`config.mk`:
```
export PLATFORM = sky130hd
export DESIGN_NAME = ncoos_top
export DESIGN_NICKNAME = d
export VERILOG_FILES = /design/src/hw/ncoos_pkg.sv /design/src/hw/ncoos_top.sv
export SDC_FILE = /design/constraint.sdc
export NUM_CORES = 1
export LEC_CHECK = 0
export ABC_AREA = 1
export BUFFER_PORTS_ARGS = -buffer_cell sky130_fd_sc_hd__buf_2
export CORE_ASPECT_RATIO = 1.5
export CORE_MARGIN = 8
export CORE_UTILIZATION = 62
export DETAILED_ROUTE_END_ITERATION = 7
export GPL_ROUTABILITY_DRIVEN = 0
export PLACE_DENSITY = 0.86
export REMOVE_ABC_BUFFERS = 1
export SETUP_SLACK_MARGIN = 0.3
export SYNTH_ARGS = -nofsm -noshare
export SYNTH_HDL_FRONTEND = slang
export SYNTH_SLANG_ARGS = --single-unit
```
`constraint.sdc`:
```
create_clock -name clock_in -period 7.4 [get_ports clock_in]
set_clock_uncertainty 0.1 [all_clocks]
set_input_delay 2.22 -clock clock_in [delete_from_list [all_inputs] [get_ports clock_in]]
set_output_delay 2.22 -clock clock_in [all_outputs]
set_load 0.005 [all_outputs]
```
`src/hw/ncoos_pkg.sv`:
```
`default_nettype none
// ---------------------------------------------------------------
// Shared constants for the oscillator output stage
// ---------------------------------------------------------------
package ncoos_pkg;
    // Register byte addresses
    localparam logic [4:0] CTRL_OFS  = 5'h00;
    localparam logic [4:0] CLKC_OFS  = 5'h04;
    localparam logic [4:0] INC_OFS   = 5'h08;
    localparam logic [4:0] ACC_OFS   = 5'h0c;
    localparam logic [4:0] IREQ_OFS  = 5'h10;
    localparam logic [4:0] IEN_OFS   = 5'h14;
    // Control register fields
    localparam int CTRL_EN_BIT  = 7;
    localparam int CTRL_OUT_BIT = 5;
    localparam int CTRL_POL_BIT = 4;
    localparam int CTRL_PFM_BIT = 0;
    // Clock configuration fields
    localparam int CLKC_PWS_LSB = 5;
    localparam int CLKC_CKS_LSB = 0;
    // Interrupt register fields
    localparam int IREQ_FLAG_BIT = 0;
    localparam int IEN_IE_BIT    = 0;
    localparam int IEN_PERIPHERAL_IRQ_ENABLE_BIT  = 1;
    localparam int IEN_GIE_BIT   = 2;
    // Widths
    localparam int ACC_W = 20;
    localparam int PW_W  = 7;
    // Clock source code of the fast internal oscillator
    localparam logic [1:0] CKS_FAST_OSC = 2'h0;
    // Reset values: every register clears to zero
    localparam logic [7:0]  RST_BYTE = 8'h00;
    localparam logic [19:0] RST_WORD = 20'h00000;
    // Control fields carried together
    typedef struct packed {
        logic       module_enable;
        logic       output_polarity;
        logic       pulse_mode_select;
        logic [2:0] pulse_width_select;
        logic [1:0] clock_select;
    } ncoos_cfg_t;
    // Interrupt enables carried together
    typedef struct packed {
        logic overflow_irq_enable;
        logic peripheral_irq_enable;
        logic global_irq_enable;
    } ncoos_ien_t;
endpackage
`default_nettype wire

```
`src/hw/ncoos_top.sv`:
```
`default_nettype none
module ncoos_top (
    input  wire logic        clock_in,          // Selected input clock
    input  wire logic        rst_in,            // Async reset, high
    input  wire logic [4:0]  avs_address_in,    // Byte address
    input  wire logic        avs_read_in,       // Read request
    input  wire logic        avs_write_in,      // Write request
    input  wire logic [31:0] avs_writedata_in,  // Write data
    input  wire logic [3:0]  avs_byteenable_in, // Byte lanes
    output logic [31:0]      avs_readdata_out,  // Read data
    output logic             avs_waitrequest_out, // Stall
    output logic             nco_out,           // Final output level
    output logic             overflow_interrupt_out, // Gated irq
    output logic [1:0]       clock_select_out,  // To clock mux
    output logic             keep_fast_osc_out  // Fast osc request
);
    // ---------------------------------------------------------------
    // Declarations
    // ---------------------------------------------------------------
    ncoos_pkg::ncoos_cfg_t cfg_r;     // Control fields
    ncoos_pkg::ncoos_ien_t ien_r;     // Interrupt enables
    logic [19:0]  inc_r;              // Increment value
    logic [19:0]  acc_r;              // Accumulator
    logic [20:0]  sum;                // Accumulator plus carry
    logic         carry;              // Overflow strobe
    logic         flag_r;             // Overflow irq flag
    logic         raw_r;              // Output before polarity
    logic         raw_nxt;            // Next raw output
    logic [6:0]   cnt_r;              // Pulse periods left
    logic [6:0]   width_m1;           // Pulse length minus one
    logic         level_r;            // Final output level
    logic         ack_r;              // Bus answer cycle
    logic [31:0]  rdata_r;            // Read data register
    logic         req;                // Any bus request
    logic         wr_go;              // Write takes effect
    logic         pol_wr;             // Write to polarity bit
    logic         pol_nxt;            // Polarity after write
    logic         pol_flip;           // Polarity is changing
    logic         flag_clr;           // Software clears flag
    logic [7:0]   ctrl_rd;            // Control read view

    // ---------------------------------------------------------------
    // Bus handshake
    // ---------------------------------------------------------------
    // One wait state: read data is built from flops first,
    // so the master always samples registered data.
    assign req   = avs_read_in | avs_write_in;
    assign wr_go = avs_write_in & ack_r;
    assign avs_waitrequest_out = req & ~ack_r;
    assign avs_readdata_out    = rdata_r;

    // Answer flop toggles high for the single accept cycle
    always_ff @(posedge clock_in or posedge rst_in) begin
        if (rst_in) begin
            ack_r <= 1'b0;
        end else begin
            ack_r <= req & ~ack_r;
        end
    end

    // ---------------------------------------------------------------
    // Read path
    // ---------------------------------------------------------------
    // Control view: enable, status, polarity, mode
    always_comb begin
        ctrl_rd = ncoos_pkg::RST_BYTE;
        ctrl_rd[ncoos_pkg::CTRL_EN_BIT]  = cfg_r.module_enable;
        ctrl_rd[ncoos_pkg::CTRL_OUT_BIT] = level_r;
        ctrl_rd[ncoos_pkg::CTRL_POL_BIT] = cfg_r.output_polarity;
        ctrl_rd[ncoos_pkg::CTRL_PFM_BIT] = cfg_r.pulse_mode_select;
    end

    // Read data captured in the wait cycle
    always_ff @(posedge clock_in or posedge rst_in) begin
        if (rst_in) begin
            rdata_r <= 32'h00000000;
        end else if (avs_read_in & ~ack_r) begin
            rdata_r <= 32'h00000000;
            if (avs_address_in == ncoos_pkg::CTRL_OFS) begin
                rdata_r[7:0] <= ctrl_rd;
            end else if (avs_address_in == ncoos_pkg::CLKC_OFS) begin
                rdata_r[ncoos_pkg::CLKC_PWS_LSB +: 3] <= cfg_r.pulse_width_select;
                rdata_r[ncoos_pkg::CLKC_CKS_LSB +: 2] <= cfg_r.clock_select;
            end else if (avs_address_in == ncoos_pkg::INC_OFS) begin
                rdata_r[19:0] <= inc_r;
            end else if (avs_address_in == ncoos_pkg::ACC_OFS) begin
                rdata_r[19:0] <= acc_r;
            end else if (avs_address_in == ncoos_pkg::IREQ_OFS) begin
                rdata_r[ncoos_pkg::IREQ_FLAG_BIT] <= flag_r;
            end else if (avs_address_in == ncoos_pkg::IEN_OFS) begin
                rdata_r[ncoos_pkg::IEN_IE_BIT]   <= ien_r.overflow_irq_enable;
                rdata_r[ncoos_pkg::IEN_PERIPHERAL_IRQ_ENABLE_BIT] <= ien_r.peripheral_irq_enable;
                rdata_r[ncoos_pkg::IEN_GIE_BIT]  <= ien_r.global_irq_enable;
            end else begin
                // Unmapped: reads as zero
                rdata_r <= 32'h00000000;
            end
        end
    end

    // ---------------------------------------------------------------
    // Configuration registers
    // ---------------------------------------------------------------
    // Control and clock config, lane 0 only
    always_ff @(posedge clock_in or posedge rst_in) begin
        if (rst_in) begin
            cfg_r <= '0;
        end else if (wr_go & avs_byteenable_in[0]) begin
            if (avs_address_in == ncoos_pkg::CTRL_OFS) begin
                cfg_r.module_enable <=
                    avs_writedata_in[ncoos_pkg::CTRL_EN_BIT];
                cfg_r.output_polarity <=
                    avs_writedata_in[ncoos_pkg::CTRL_POL_BIT];
                cfg_r.pulse_mode_select <=
                    avs_writedata_in[ncoos_pkg::CTRL_PFM_BIT];
            end else if (avs_address_in == ncoos_pkg::CLKC_OFS) begin
                cfg_r.pulse_width_select <=
                    avs_writedata_in[ncoos_pkg::CLKC_PWS_LSB +: 3];
                cfg_r.clock_select <=
                    avs_writedata_in[ncoos_pkg::CLKC_CKS_LSB +: 2];
            end
        end
    end

    // Interrupt enables
    always_ff @(posedge clock_in or posedge rst_in) begin
        if (rst_in) begin
            ien_r <= '0;
        end else if (wr_go & avs_byteenable_in[0] &
                     (avs_address_in == ncoos_pkg::IEN_OFS)) begin
            ien_r.overflow_irq_enable <=
                avs_writedata_in[ncoos_pkg::IEN_IE_BIT];
            ien_r.peripheral_irq_enable <=
                avs_writedata_in[ncoos_pkg::IEN_PERIPHERAL_IRQ_ENABLE_BIT];
            ien_r.global_irq_enable <=
                avs_writedata_in[ncoos_pkg::IEN_GIE_BIT];
        end
    end

    // Increment, written per byte lane
    always_ff @(posedge clock_in or posedge rst_in) begin
        if (rst_in) begin
            inc_r <= ncoos_pkg::RST_WORD;
        end else if (wr_go & (avs_address_in == ncoos_pkg::INC_OFS)) begin
            if (avs_byteenable_in[0]) begin
                inc_r[7:0] <= avs_writedata_in[7:0];
            end
            if (avs_byteenable_in[1]) begin
                inc_r[15:8] <= avs_writedata_in[15:8];
            end
            if (avs_byteenable_in[2]) begin
                inc_r[19:16] <= avs_writedata_in[19:16];
            end
        end
    end

    // ---------------------------------------------------------------
    // Accumulator
    // ---------------------------------------------------------------
    // Carry out of the 20-bit add is the overflow strobe.
    // Everything runs on clock_in, so sleep of the system
    // clock does not stop it.
    assign sum   = {1'b0, acc_r} + {1'b0, inc_r};
    assign carry = cfg_r.module_enable & sum[20];

    // Adds on every input clock while enabled
    // Disabled, it holds, so a re-enable resumes the same phase
    always_ff @(posedge clock_in or posedge rst_in) begin
        if (rst_in) begin
            acc_r <= ncoos_pkg::RST_WORD;
        end else if (wr_go & (avs_address_in == ncoos_pkg::ACC_OFS)) begin
            // Software write wins over the add
            acc_r <= avs_writedata_in[19:0];
        end else if (cfg_r.module_enable) begin
            acc_r <= sum[19:0];
        end
    end

    // ---------------------------------------------------------------
    // Output shaping
    // ---------------------------------------------------------------
    // Width 2^n periods: counter loads 2^n - 1
    assign width_m1 = 7'((8'h01 << cfg_r.pulse_width_select) - 8'h01);

    // Next raw level from mode and overflow
    always_comb begin
        raw_nxt = raw_r;
        if (!cfg_r.module_enable) begin
            // Disabled stage idles inactive
            raw_nxt = 1'b0;
        end else if (cfg_r.pulse_mode_select) begin
            if (carry) begin
                raw_nxt = 1'b1;
            end else if (cnt_r == 7'h00) begin
                raw_nxt = 1'b0;
            end
        end else if (carry) begin
            raw_nxt = ~raw_r;
        end
    end

    // Raw level flop
    always_ff @(posedge clock_in or posedge rst_in) begin
        if (rst_in) begin
            raw_r <= 1'b0;
        end else begin
            raw_r <= raw_nxt;
        end
    end

    // Pulse counter; an overflow mid-pulse reloads it so the
    // output stays held rather than toggling
    // It also counts down while disabled, so a stale count dies out
    always_ff @(posedge clock_in or posedge rst_in) begin
        if (rst_in) begin
            cnt_r <= 7'h00;
        end else if (carry & cfg_r.pulse_mode_select) begin
            cnt_r <= width_m1;
        end else if (cnt_r != 7'h00) begin
            cnt_r <= cnt_r - 7'h01;
        end
    end

    // ---------------------------------------------------------------
    // Polarity stage
    // ---------------------------------------------------------------
    // Polarity after this cycle's write, so level follows at once
    // Using the new value saves a cycle of lag on a polarity change
    assign pol_wr  = wr_go & avs_byteenable_in[0] &
                     (avs_address_in == ncoos_pkg::CTRL_OFS);
    assign pol_nxt = pol_wr ? avs_writedata_in[ncoos_pkg::CTRL_POL_BIT]
                            : cfg_r.output_polarity;
    assign pol_flip = pol_wr & (pol_nxt != cfg_r.output_polarity);

    // Final level is a flop, inverted last
    always_ff @(posedge clock_in or posedge rst_in) begin
        if (rst_in) begin
            level_r <= 1'b0;
        end else begin
            level_r <= raw_nxt ^ pol_nxt;
        end
    end
    assign nco_out = level_r;

    // ---------------------------------------------------------------
    // Interrupt flag
    // ---------------------------------------------------------------
    // Writing zero to the flag bit clears it; a set in the same
    // cycle wins so no overflow is lost.
    assign flag_clr = wr_go & avs_byteenable_in[0] &
                      (avs_address_in == ncoos_pkg::IREQ_OFS) &
                      ~avs_writedata_in[ncoos_pkg::IREQ_FLAG_BIT];

    // Sticky flag
    always_ff @(posedge clock_in or posedge rst_in) begin
        if (rst_in) begin
            flag_r <= 1'b0;
        end else if (carry) begin
            flag_r <= 1'b1;
        end else if (pol_flip & ien_r.overflow_irq_enable) begin
            flag_r <= 1'b1;
        end else if (flag_clr) begin
            flag_r <= 1'b0;
        end
    end

    // Delivered only with all four enables
    // An overflow still sets the flag with the three irq enables off; only delivery is gated
    assign overflow_interrupt_out = flag_r & cfg_r.module_enable &
                                    ien_r.overflow_irq_enable &
                                    ien_r.peripheral_irq_enable &
                                    ien_r.global_irq_enable;

    // ---------------------------------------------------------------
    // Clock source hooks
    // ---------------------------------------------------------------
    // Fast oscillator must stay alive through sleep when it feeds us
    assign clock_select_out  = cfg_r.clock_select;
    assign keep_fast_osc_out = cfg_r.module_enable &
        (cfg_r.clock_select == ncoos_pkg::CKS_FAST_OSC);
endmodule
`default_nettype wire

```
==> impl_metrics.json <==
{
  "synth_common_cells": "nand2_1 (170), dfrtp_1 (82), inv_1 (77)",
  "run_status": "finished clean",
  "slew-limit-headroom_pct": 30.9,
  "synthTopCellsByArea": "dfrtp_1 (40%), nand2_1 (13%), inv_1 (5.7%)",
  "avgSynthCellArea_um2": 7.84,
  "whs_path_depth": 2,
  "switching_power_w": 0.000693,
  "switching_share_pct": 38.2,
  "die_w_um": 90.1,
  "min_period_over_period_pct": 67.4,
  "multi_input_area_mm2": 0.00259,
  "finalCriticalPeriod_ns": 4.99,
  "ys_types": 46,
  "vias": 4678,
  "postCtsHoldBufs": 0,
  "ys_seq_elements": 82,
  "endpoint_kind": "output port",
  "vias_per_cell": 5.75,
  "grt_pass1_wl_um": 22300,
  "grt_setup_unrepaired": "no",
  "hold_end": "avs_readdata_out[17]",
  "finalHoldViolations": 0,
  "core_area_mm2": 0.00801,
  "grt_usage_pct": 23.8,
  "cts-root-buf": "clkbuf_16",
  "p_int_w": 0.00112,
  "place_ws_ns": 2.16,
  "clk_path_buf_depth": 2,
  "place_inst": 798,
  "syn2layout_area_growth_pct": 12.1,
  "layout.nets": 771,
  "drtPass1Iterations": 5,
  "p_seq_share_pct": 34.2,
  "cts_setup_buffers": 0,
  "synth_top_area_share_pct": 40.2,
  "path_buf_inv": 2,
  "drc_errors": 0,
  "final_cell_count_no_fill": 814,
  "wl_per_cell_um": 16.2,
  "antenna_cells": 0,
  "dieArea_mm2": 0.0114,
  "critPathLaunchType": "input port",
  "holdCritPathClass": "flip-flop to flip-flop",
  "dr.first_iter.drc_count": 223,
  "clkSlewWorstSetupHoldPaths_ns": 0.06,
  "rr_worst_depth": 14,
  "cts_tree": "yes",
  "htree_levels": 3,
  "p_per_area_mw_per_mm2": 317,
  "die_height_um": 127,
  "r2r-end": "cnt_r[6]",
  "total_leakage_power_nw": 2.95,
  "drive_gt1_share_pct": 15.8,
  "setup_violations": 0,
  "seqCellArea_mm2": 0.00205,
  "p_clk_share_pct": 26.7,
  "cap_violations": 0,
  "max_stage_delay_ns": 0.13,
  "antenna_left": 0,
  "postLayoutCoreUtil_pct": 71.4,
  "start_util_pct": 63.7,
  "synth_edf_count": 0,
  "p_total_w": 0.00181,
  "crit_family": "buffers and inverters",
  "crit_path_top_delay_cell": "nor2_1",
  "synthesis.area_mm2": 0.00510,
  "crit_type": "input port to output port",
  "finalSetupTns_ns": 0,
  "comb_power_share_pct": 39.1,
  "startpoint": "avs_write_in",
  "worstMarginPinSlew_ns": 1.04,
  "r2r-start": "inc_r[0]",
  "fmax_mhz": 200,
  "syn_inst": 651,
  "pin_count": 83,
  "rows": 40,
  "slew_violations": 0,
  "hpwl_um": 9650,
  "critPathArrivalTime_ns": 2.67,
  "cts_made_buffers": 9,
  "antenna_found_initial": 0,
  "routed_wl_um": 13200,
  "clk_latency_ns": 0.35,
  "reg2reg_slack_ns": 4.47,
  "holdCritStartpoint": "avs_readdata_out[17]",
  "ir_worst_vdd_mv": 0.177,
  "path_cells": "buf_2, nor2_1, nor2_1, buf_2",
  "yosysTopAreaCell": "dfrtp_1",
  "overflow": 0,
  "critPathRequiredTime_ns": 5.08,
  "crit_fanout": 2,
  "grt_max_degree": 83,
  "synth.most_common_cell": "nand2_1",
  "fillCellCount": 649,
  "async_flop_share_pct": 100,
  "setup_slack_ns": 2.41,
  "clock-sinks": 82,
  "io_buffers": 57,
  "grt_pass1_vias": 4939,
  "synth_ff_type": "dfrtp_1",
  "ys_warn_count": 0,
  "cts-resized-gates": 0,
  "ys_seq_area_share_pct": 40.2
}
==> stage by stage <==
step	hold WS [ns]	instance area [um2]
final	0.373	5720
after global routing	0.405	5720
after CTS	0.376	5720
after detailed placement	0.359	5400
after global placement	0.346	5400
after floorplan	0.352	4960
==> placed cells by master (no fill, tap or decap), types with 3 or more instances in the layout <==
cell and count:
o211ai_1 3, a21oi_1 33, nand2_4 4, nand2_2 8
nand3_1 17, o21bai_1 3, nand4_1 10, conb_1 12
xnor2_1 7, inv_1 76, nor4_1 5, nor3_1 6
buf_2 57, inv_2 5, nand2_1 170, clkbuf_16 9
o21ai_0 57, buf_4 3, o221ai_1 17, xor2_1 13
nor2_1 42, nor2_4 3, dfrtp_1 82, nor2_2 3
ha_1 21, mux2_2 3, o22ai_1 6
==> flip-flops by register name (all words and copies together) (netlist names) <==
name              flops
cnt_r                 7
raw_r                 1
ien_r                 3
cfg_r                 6
flag_r                1
nco_out               1
inc_r                20
acc_r                20
ack_r                 1
clock_select_out      2
avs_readdata_out     20
==> worst max-delay path by stage <==
stage	endpoint	cells past startpoint	slack, ns
after detailed placement	acc_r[16]	10	2.16
after CTS	avs_waitrequest_out	4	2.42
after floorplan	avs_waitrequest_out	2	2.71
final	avs_waitrequest_out	4	2.41
after global routing	acc_r[11]	9	2.22
after global placement	acc_r[16]	10	2.28
==> final cells by class <==
cell class	instances	share of cell area, %
inverters	84	5.53
clock buffers	12	4.31
repair buffers	60	5.38
multi-input cells	467	45.3
clock inverters	4	1.29
flip-flops and latches	82	35.9
well taps	105	2.30
==> per-layer routing <==
layer  part of all wire (%)  routed length [um]  vias to the layer above  global-route usage, %
li1                       -                   -                     2239                      -
met1                     36                4780                     2227                   23.5
met2                     55                7270                      160                   44.4
met3                    4.7                 618                       52                   5.04
met4                    4.0                 527                        0                   14.5
met5                      0                   0                        -                      0
==> power by group through the flow <==
stage	clock (W)	combinational, W	sequential (W)
floorplan	0	0.000552	0.000607
global placement	0	0.000665	0.000617
detailed placement	0	0.000695	0.000625
CTS	0.000491	0.000706	0.000618
global route	0.000503	0.000798	0.000631
finish	0.000484	0.000710	0.000620
==> kinds of logic after synthesis <==
logic type | synth area share, %
AOI/OAI and AO/OA | 16.4
muxes | 0.662
buffers and inverters | 9.79
DFF | 40.2
and+or+nand+nor | 23.9
adders and majority gates | 5.54
other | 0.0735
xor gates and xnor gates | 3.43
==> worst min-delay path: stages (launching register included) <==
cell,delay (ns)
dfrtp_1,0.34
nand2_1,0.05
nand2_1,0.05
(Power assumes the default switching activity.)
